### config.mk
export PLATFORM = sky130hd
export DESIGN_NAME = pps_protect
export DESIGN_NICKNAME = d
export VERILOG_FILES = /design/src/pps_pkg.sv /design/src/pps_protect.sv
export VERILOG_INCLUDE_DIRS = /design/src
export SDC_FILE = /design/constraint.sdc
export NUM_CORES = 1
export LEC_CHECK = 0
export BUFFER_PORTS_ARGS = -buffer_cell sky130_fd_sc_hd__buf_4
export CORE_ASPECT_RATIO = 0.8
export CORE_MARGIN = 2
export CORE_UTILIZATION = 50
export CTS_CLUSTER_SIZE = 8
export DETAILED_ROUTE_END_ITERATION = 7
export PLACE_DENSITY_LB_ADDON = 0.2
export SLEW_MARGIN = 0
export SYNTH_ARGS = -nofsm -noshare
export SYNTH_HDL_FRONTEND = slang
export SYNTH_SLANG_ARGS = --single-unit
### constraint.sdc
create_clock -name core_clk -period 7.8 [get_ports core_clk]
set_clock_uncertainty 0.2 [all_clocks]
set_input_delay 0.78 -clock core_clk [delete_from_list [all_inputs] [get_ports core_clk]]
set_output_delay 0.78 -clock core_clk [all_outputs]
set_load 0.005 [all_outputs]
### src/pps_defines.svh
`ifndef PPS_DEFINES_SVH
`define PPS_DEFINES_SVH

// timebase
`define PPS_CLK_PERIOD_NS   25
`define PPS_TICK_NS         1000000
`define PPS_TICK_CYCLES     (`PPS_TICK_NS / `PPS_CLK_PERIOD_NS)
`define PPS_SAMPLE_MS       60
`define PPS_SAMPLE_TICKS    7'h3C

// fault delay defaults, in 1 ms ticks
`define PPS_OC_DELAY_RST    16'h000C
`define PPS_OV_DELAY_RST    16'h03B6
`define PPS_UV_DELAY_RST    16'h03B6

// register byte offsets
`define PPS_REG_OC_DELAY    4'h0
`define PPS_REG_OV_DELAY    4'h4
`define PPS_REG_UV_DELAY    4'h8
`define PPS_REG_STATUS      4'hC

// status fields
`define PPS_ST_ACTIVE       0
`define PPS_ST_OV_LATCHED   1
`define PPS_ST_OC_TRIP      2
`define PPS_ST_PACK_DIS     3
`define PPS_ST_CHG_DET      4
`define PPS_ST_UV_SAMPLED   5
`define PPS_ST_OV_COND      6
`define PPS_ST_OC_COND      7

// timer indices
`define PPS_T_OC            0
`define PPS_T_OV            1
`define PPS_T_UV            2

`endif

### src/pps_pkg.sv
package pps_pkg;

  typedef enum logic
  {
    PPS_SLEEP  = 1'b0,
    PPS_ACTIVE = 1'b1
  } pps_state_t;

  // comparator results from the analog front end, one bit per cell where paired
  typedef struct packed
  {
    logic [1:0] cell_over;
    logic [1:0] cell_under;
    logic [1:0] cell_below_ce;
    logic       terminal_float;
    logic       low_side_oc;
    logic       high_side_oc;
    logic       low_side_cd;
    logic       high_side_cd;
    logic       pack_disable_in;
  } pps_cmp_t;

  typedef struct packed
  {
    logic [1:0] over;
    logic [1:0] under;
    logic [1:0] below_ce;
  } pps_sample_t;

endpackage

### src/pps_protect.sv
// Decided for this implementation: the address-and-strobe port and the placing of the registers.
`timescale 1ns/1ps
`include "pps_defines.svh"

module pps_protect
  import pps_pkg::*;
#(
  parameter int TICK_CYCLES = `PPS_TICK_CYCLES
)
(
  input  wire logic        core_clk,
  input  wire logic        resetn,
  input  wire pps_cmp_t    cmp_in,
  input  wire logic [3:0]  reg_addr,
  input  wire logic [31:0] reg_wdata,
  input  wire logic        reg_wr,
  input  wire logic        reg_rd,
  output logic      [31:0] reg_rdata,
  output logic             charge_gate_out,
  output logic             charge_gate_oe,
  output logic             discharge_gate_out
);

  localparam int CMP_W = $bits(pps_cmp_t);

  // two-flop synchroniser; comparators are asynchronous to core_clk
  logic [CMP_W-1:0] sync1_reg;
  logic [CMP_W-1:0] sync2_reg;
  pps_cmp_t         cmp;

  always_ff @(posedge core_clk)
  begin
    if (!resetn)
    begin
      sync1_reg <= '0;
      sync2_reg <= '0;
    end
    else
    begin
      sync1_reg <= cmp_in;
      sync2_reg <= sync1_reg;
    end
  end

  assign cmp = pps_cmp_t'(sync2_reg);

  // 1 ms tick and 60 ms sampling instant
  logic [31:0] tick_cnt_reg;
  logic [6:0]  samp_cnt_reg;
  logic        ms_tick;
  logic        sample_tick;

  assign ms_tick     = (tick_cnt_reg == 32'(TICK_CYCLES - 1));
  assign sample_tick = ms_tick && (samp_cnt_reg == `PPS_SAMPLE_TICKS - 7'h01);

  always_ff @(posedge core_clk)
  begin
    if (!resetn)
    begin
      tick_cnt_reg <= 32'h0;
      samp_cnt_reg <= 7'h00;
    end
    else
    begin
      tick_cnt_reg <= ms_tick ? 32'h0 : tick_cnt_reg + 32'h1;
      if (sample_tick)
        samp_cnt_reg <= 7'h00;
      else if (ms_tick)
        samp_cnt_reg <= samp_cnt_reg + 7'h01;
    end
  end

  // cell comparisons are only taken at the sampling instant
  pps_sample_t samp_reg;

  always_ff @(posedge core_clk)
  begin
    if (!resetn)
      samp_reg <= '0;
    else if (sample_tick)
      samp_reg <= '{over: cmp.cell_over, under: cmp.cell_under, below_ce: cmp.cell_below_ce};
  end

  // fault conditions
  logic pack_dis;
  logic chg_det;
  logic oc_cond;
  logic ov_cond;
  logic uv_cond;
  logic ce_all;

  assign pack_dis = cmp.pack_disable_in;
  assign chg_det  = cmp.low_side_cd | cmp.high_side_cd;
  assign oc_cond  = cmp.low_side_oc | cmp.high_side_oc;
  assign ov_cond  = (|samp_reg.over) | cmp.terminal_float;
  assign uv_cond  = |samp_reg.under;
  assign ce_all   = &samp_reg.below_ce;

  // software-set delays, one per fault
  logic [15:0] oc_delay_reg;
  logic [15:0] ov_delay_reg;
  logic [15:0] uv_delay_reg;

  always_ff @(posedge core_clk)
  begin
    if (!resetn)
    begin
      oc_delay_reg <= `PPS_OC_DELAY_RST;
      ov_delay_reg <= `PPS_OV_DELAY_RST;
      uv_delay_reg <= `PPS_UV_DELAY_RST;
    end
    else if (reg_wr)
    begin
      if (reg_addr == `PPS_REG_OC_DELAY)
        oc_delay_reg <= reg_wdata[15:0];
      if (reg_addr == `PPS_REG_OV_DELAY)
        ov_delay_reg <= reg_wdata[15:0];
      if (reg_addr == `PPS_REG_UV_DELAY)
        uv_delay_reg <= reg_wdata[15:0];
    end
  end

  pps_state_t state_reg;
  logic       ov_latched_reg;
  logic       oc_trip_reg;

  // three persistence timers, alike except for their hold conditions
  logic [2:0]  t_cond;
  logic [2:0]  t_hold;
  logic [2:0]  t_exp;
  logic [15:0] t_dly [3];
  logic [15:0] t_cnt_reg [3];

  assign t_cond[`PPS_T_OC] = oc_cond;
  assign t_cond[`PPS_T_OV] = ov_cond;
  assign t_cond[`PPS_T_UV] = uv_cond;
  assign t_hold[`PPS_T_OC] = pack_dis || state_reg == PPS_SLEEP;
  assign t_hold[`PPS_T_OV] = 1'b0;
  assign t_hold[`PPS_T_UV] = state_reg == PPS_SLEEP;
  assign t_dly[`PPS_T_OC]  = oc_delay_reg;
  assign t_dly[`PPS_T_OV]  = ov_delay_reg;
  assign t_dly[`PPS_T_UV]  = uv_delay_reg;

  genvar gi;
  generate
    for (gi = 0; gi < 3; gi++)
    begin : g_tmr
      assign t_exp[gi] = t_cond[gi] && !t_hold[gi] && (t_cnt_reg[gi] >= t_dly[gi]);

      always_ff @(posedge core_clk)
      begin
        if (!resetn)
          t_cnt_reg[gi] <= 16'h0000;
        else if (!t_cond[gi] || t_hold[gi])
          t_cnt_reg[gi] <= 16'h0000;
        else if (ms_tick && t_cnt_reg[gi] != 16'hFFFF)
          t_cnt_reg[gi] <= t_cnt_reg[gi] + 16'h0001;
      end

      // a fault that clears early must restart its timer from zero
      property p_restart;
        @(posedge core_clk) disable iff (!resetn)
        !t_cond[gi] |=> t_cnt_reg[gi] == 16'h0000;
      endproperty
      a_restart: assert property (p_restart)
        else $error("fault timer kept counting after its condition cleared");
    end
  endgenerate

  // sleep/active, latched overvoltage and overcurrent trip
  pps_state_t state_next;
  logic       ov_latched_next;
  logic       oc_trip_next;

  assign state_next = (state_reg == PPS_SLEEP) ? (chg_det ? PPS_ACTIVE : PPS_SLEEP)
                    : (t_exp[`PPS_T_UV] ? PPS_SLEEP : PPS_ACTIVE);
  // set wins over clear on the same edge
  assign ov_latched_next = t_exp[`PPS_T_OV] | (ov_latched_reg & ~(ce_all & ~ov_cond));
  assign oc_trip_next    = t_exp[`PPS_T_OC] | (oc_trip_reg & oc_cond);

  always_ff @(posedge core_clk)
  begin
    if (!resetn)
    begin
      state_reg      <= PPS_SLEEP;
      ov_latched_reg <= 1'b0;
      oc_trip_reg    <= 1'b0;
    end
    else
    begin
      state_reg      <= state_next;
      ov_latched_reg <= ov_latched_next;
      oc_trip_reg    <= oc_trip_next;
    end
  end

  // gate drive; the charge pin is released, never pulled high, when blocking
  logic chg_permit_next;
  logic dsg_permit_next;

  assign chg_permit_next = !(ov_latched_reg || pack_dis);
  assign dsg_permit_next = state_reg == PPS_ACTIVE && !oc_trip_reg && !pack_dis;

  always_ff @(posedge core_clk)
  begin
    if (!resetn)
    begin
      charge_gate_out    <= 1'b0;
      charge_gate_oe     <= 1'b0;
      discharge_gate_out <= 1'b0;
    end
    else
    begin
      charge_gate_out    <= chg_permit_next;
      charge_gate_oe     <= chg_permit_next;
      discharge_gate_out <= dsg_permit_next;
    end
  end

  // register read port, data one cycle after the strobe
  logic [31:0] status_word;
  logic [31:0] rd_mux;

  assign status_word = {24'h0, oc_cond, ov_cond, uv_cond, chg_det, pack_dis,
                        oc_trip_reg, ov_latched_reg, state_reg == PPS_ACTIVE};

  assign rd_mux = (reg_addr == `PPS_REG_OC_DELAY) ? {16'h0, oc_delay_reg}
                : (reg_addr == `PPS_REG_OV_DELAY) ? {16'h0, ov_delay_reg}
                : (reg_addr == `PPS_REG_UV_DELAY) ? {16'h0, uv_delay_reg}
                : (reg_addr == `PPS_REG_STATUS)   ? status_word
                : 32'h0;

  always_ff @(posedge core_clk)
  begin
    if (!resetn)
      reg_rdata <= 32'h0;
    else
      reg_rdata <= reg_rd ? rd_mux : 32'h0;
  end

  property p_sample_only;
    @(posedge core_clk) disable iff (!resetn)
    !sample_tick |=> $stable(samp_reg);
  endproperty
  a_sample_only: assert property (p_sample_only)
    else $error("cell sample changed outside the sampling instant");

  property p_powerup_sleep;
    @(posedge core_clk)
    !resetn |=> state_reg == PPS_SLEEP && !discharge_gate_out;
  endproperty
  a_powerup_sleep: assert property (p_powerup_sleep)
    else $error("not asleep with discharge low after reset");

  property p_sleep_dsg_low;
    @(posedge core_clk) disable iff (!resetn)
    state_reg == PPS_SLEEP |=> !discharge_gate_out;
  endproperty
  a_sleep_dsg_low: assert property (p_sleep_dsg_low)
    else $error("discharge gate high while asleep");

  property p_wake;
    @(posedge core_clk) disable iff (!resetn)
    state_reg == PPS_SLEEP && chg_det && !pack_dis ##1 !pack_dis && !oc_trip_reg
      |=> discharge_gate_out;
  endproperty
  a_wake: assert property (p_wake)
    else $error("charge detect did not enable discharge gate");

  property p_uv_sleep;
    @(posedge core_clk) disable iff (!resetn)
    t_exp[`PPS_T_UV] |=> state_reg == PPS_SLEEP ##1 !discharge_gate_out;
  endproperty
  a_uv_sleep: assert property (p_uv_sleep)
    else $error("undervoltage expiry did not force sleep");

  property p_ov_release;
    @(posedge core_clk) disable iff (!resetn)
    t_exp[`PPS_T_OV] |=> ##1 !charge_gate_oe;
  endproperty
  a_ov_release: assert property (p_ov_release)
    else $error("charge gate not released after overvoltage expiry");

  property p_ov_hold;
    @(posedge core_clk) disable iff (!resetn)
    ov_latched_reg && !ce_all |=> ov_latched_reg;
  endproperty
  a_ov_hold: assert property (p_ov_hold)
    else $error("charging re-enabled before all cells below enable level");

  property p_oc_hold;
    @(posedge core_clk) disable iff (!resetn)
    oc_trip_reg && oc_cond |=> oc_trip_reg ##1 !discharge_gate_out;
  endproperty
  a_oc_hold: assert property (p_oc_hold)
    else $error("overcurrent trip cleared while a comparison still true");

  property p_disable_gates;
    @(posedge core_clk) disable iff (!resetn)
    pack_dis |=> !discharge_gate_out && !charge_gate_oe;
  endproperty
  a_disable_gates: assert property (p_disable_gates)
    else $error("gate active while pack disabled");

  property p_oc_timer_reset;
    @(posedge core_clk) disable iff (!resetn)
    pack_dis |=> t_cnt_reg[`PPS_T_OC] == 16'h0000;
  endproperty
  a_oc_timer_reset: assert property (p_oc_timer_reset)
    else $error("overcurrent timer ran during pack disable");

endmodule

==> impl_metrics.py <==
metrics = {
    "outcome": {
        "status": "finished, final reports clean",
    },
    "timing": {
        "tightest_slew_ns": 1.17,
        "setup_viol": 0,
        "fin_setup_tns_ns": 0,
        "relSlewSlack_pct": 21.3,
        "finalHoldViolations": 0,
        "fin_ws_ns": 4.31,
        "rsz0062_at_grt": "no",
        "slew_violations": 0,
        "period_share_pct": 44.7,
        "max_freq_mhz": 287,
        "fin_crit_ns": 3.49,
    },
    "final_layout": {
        "utilization_pct": 57.8,
        "multi_input_area_um2": 4290,
        "final_area_um2": 10000,
        "nFillCells": 1543,
        "drive_above_1_share_pct": 9.26,
        "area_delta_synth_final_pct": 12.6,
        "largest_reg_flops": 48,
        "fin_nets": 1140,
        "antenna_cells": 0,
        "ff_latch_area_um2": 4200,
    },
    "synth": {
        "yosysSeqAreaShare_pct": 47.2,
        "synth_warnings": 0,
        "syn_avg_cell_area_um2": 8.97,
        "ys.flop_type": "dfxtp_1",
        "synth_cells": 994,
        "syn_area_um2": 8910,
        "synth_edf_count": 48,
        "async_flop_share_pct": 0,
        "synth.distinct_cells": 50,
        "ys_seq_elements": 186,
    },
    "critical_path": {
        "path_class": "flop to flop",
        "crit_family": "simple AND/OR/NAND/NOR gates",
        "crit_slowest_cell": "nand4b_1",
        "r2r_setup_slack_ns": 4.31,
        "r2r-start": "tick_cnt_reg[30]$_SDFF_PP0_",
        "crit_required_ns": 7.87,
        "r2r_cells": 5,
        "timing.rr.end": "t_cnt_reg[1][10]$_SDFFCE_PN0P_",
        "endpoint_kind": "flop",
        "crit_path_cell_trace": "or4_1, or4_4, nor3_2, nand4b_1, nor2_1",
        "critPathLaunchType": "flop",
        "crit_path_max_incr_delay_ns": 0.73,
        "critPathArrivalTime_ns": 3.56,
        "crit_fanout": 16,
        "worst-path-buf-inv": 0,
    },
    "min_path": {
        "holdPathStages": 1,
        "hp-start": "sync1_reg[2]$_SDFF_PN0_",
        "holdCritPathClass": "flop to flop",
        "holdPathEnd": "cmp[2]$_SDFF_PN0_",
    },
    "place": {
        "portBuffers": 54,
        "placed_area_um2": 9450,
        "place_congestion": 0.850,
        "pre_cts_slack_ns": 4.35,
        "dp_hpwl_mm": 14.5,
    },
    "routing": {
        "drt-total-wl_mm": 20.5,
        "first_pass_iters": 7,
        "vias": 6939,
        "wl_per_cell_um": 16.1,
        "routed_via_density": 5.45,
        "ant_nets": 0,
        "first_iter_violations": 578,
        "drc_errors": 0,
    },
    "global_route": {
        "grtUsageTotal_pct": 22.3,
        "grt_pass1_vias": 6298,
        "grt_pass1_wl_mm": 33.0,
        "grt_overflow_total": 0,
        "antenna_found_initial": 0,
        "grt_max_degree": 62,
    },
    "die": {
        "coreArea_um2": 17400,
        "dieArea_um2": 18900,
        "die_h_um": 123,
        "pin_count": 87,
        "placementRows": 43,
        "start_util_pct": 51.3,
        "die_w_um": 153,
    },
    "clocking": {
        "clk_latency_ns": 0.44,
        "cts_resized": 0,
        "post_cts_buffers": 0,
        "clockBufferDepth": 2,
        "cts_buffers": 17,
        "ctsHoldBuffers": 0,
        "cts_tree": "built",
        "ctsRootBufferMaster": "clkbuf_16",
        "cts.reportedPaths.clkPinSlew_ns": 0.07,
        "htree_num_levels": 4,
        "clkSinkCount": 186,
    },
    "power_and_ir_drop": {
        "vdd_drop_max_mv": 0.127,
        "p_leak_nw": 3.90,
        "p_per_area_nw_per_um2": 196,
    },
    "job": {
        "cap_violations": 0,
    },
}
cells in the mapped netlist, drive strengths merged, types with 2 or more instances:
cell type / instances / area, um^2
o31ai: 2 / 15.0
and4: 11 / 96.3
xor2: 49 / 429
and3: 12 / 75.1
a31oi: 2 / 12.5
a311oi: 2 / 17.5
nor3b: 3 / 22.5
or4: 5 / 41.3
nand3: 35 / 175
a22o: 7 / 61.3
a22oi: 8 / 60.1
o211ai: 19 / 143
ha: 53 / 663
a222oi: 5 / 50.1
a211oi: 5 / 42.5
inv: 58 / 218
nand4: 22 / 138
nand2: 143 / 537
nor2: 127 / 477
nor3: 21 / 110
mux2i: 8 / 80.1
a21o: 3 / 22.5
xnor2: 26 / 228
and2: 27 / 169
clkbuf: 32 / 121
edfxtp: 48 / 1440
dfxtp: 138 / 2760
or2: 2 / 12.5
a21oi: 60 / 300
or3: 2 / 12.5
nor4: 9 / 56.3
o21ai: 14 / 70.1
nor4b: 2 / 17.5
buf: 21 / 145
nor2b: 4 / 25.0
cells by family after synthesis:
| family | synth area share [%] |
|---|---|
| buf+inv | 5.47 |
| fa+ha+maj | 7.44 |
| other cells | 0.0421 |
| xor+xnor | 7.37 |
| compound gates | 9.32 |
| flops | 47.2 |
| simple gates | 22.3 |
| mux | 0.898 |
worst max-delay path by stage:
stage / start / to / cells after the start
2_1_floorplan: tick_cnt_reg[24]$_SDFF_PP0_ / t_cnt_reg[2][0]$_SDFFCE_PN0P_ / 5
3_3_place_gp: tick_cnt_reg[24]$_SDFF_PP0_ / t_cnt_reg[1][4]$_SDFFCE_PN0P_ / 5
3_5_place_dp: tick_cnt_reg[30]$_SDFF_PP0_ / t_cnt_reg[1][10]$_SDFFCE_PN0P_ / 5
4_1_cts: tick_cnt_reg[30]$_SDFF_PP0_ / t_cnt_reg[1][15]$_SDFFCE_PN0P_ / 5
5_1_grt: tick_cnt_reg[24]$_SDFF_PP0_ / t_cnt_reg[1][15]$_SDFFCE_PN0P_ / 5
6_report: tick_cnt_reg[30]$_SDFF_PP0_ / t_cnt_reg[1][10]$_SDFFCE_PN0P_ / 5
cells in the final DEF, fill, tap and decap left out, types with 8 or more instances in the layout:
cell,Yosys,final
nand2_1,143,143
dfxtp_1,138,138
nor2_1,127,127
a21oi_1,60,60
buf_4,17,60
inv_1,58,58
ha_1,53,53
xor2_1,49,49
edfxtp_1,48,48
nand3_1,35,35
and2_1,27,27
xnor2_1,26,26
nand4_1,22,22
nor3_1,20,19
o211ai_1,19,19
clkbuf_16,0,19
conb_1,1,16
o21ai_0,14,13
and3_1,12,12
and4_1,11,11
nor4_1,9,8
a22oi_1,8,8
mux2i_1,8,8
routing by layer:
metal | vias up | GRT usage [%] | share of wire, %
met5 | - | 0 | 0
li1 | 3465 | - | -
met1 | 3239 | 32.7 | 50
met2 | 215 | 33.5 | 42
met3 | 20 | 4.52 | 6.4
met4 | 0 | 6.08 | 1.3
final cells by class:
type,count,share of cell area (%)
Multi-Input combinational cell,711,42.8
Sequential cell,186,41.9
Clock buffer,20,4.77
Timing Repair Buffer,60,4.49
Tap cell,225,2.80
Inverter,59,2.21
Clock inverter,12,1.08
worst reg2reg max path: stages, from the launching register on:
cell and delay [ns]:
dfxtp_1 0.33, or4_1 0.57, or4_4 0.58, nor3_2 0.59
nand4b_1 0.73, nor2_1 0.31
where the power goes:
| group | switching, mW | internal [mW] |
|---|---|---|
| Sequential | 0.0124 | 1.00 |
| Combinational | 0.0532 | 0.0349 |
| Clock | 0.386 | 0.481 |
through the flow:
step	hold slack [ns]	total power, mW	cells
2_1_floorplan	0.212	1.09	1009
3_3_place_gp	0.214	1.12	1241
3_5_place_dp	0.217	1.12	1241
4_1_cts	0.235	1.98	1273
5_1_grt	0.249	2.03	1273
6_report	0.233	1.97	1273
No activity file was read; power rests on OpenSTA's default activity.
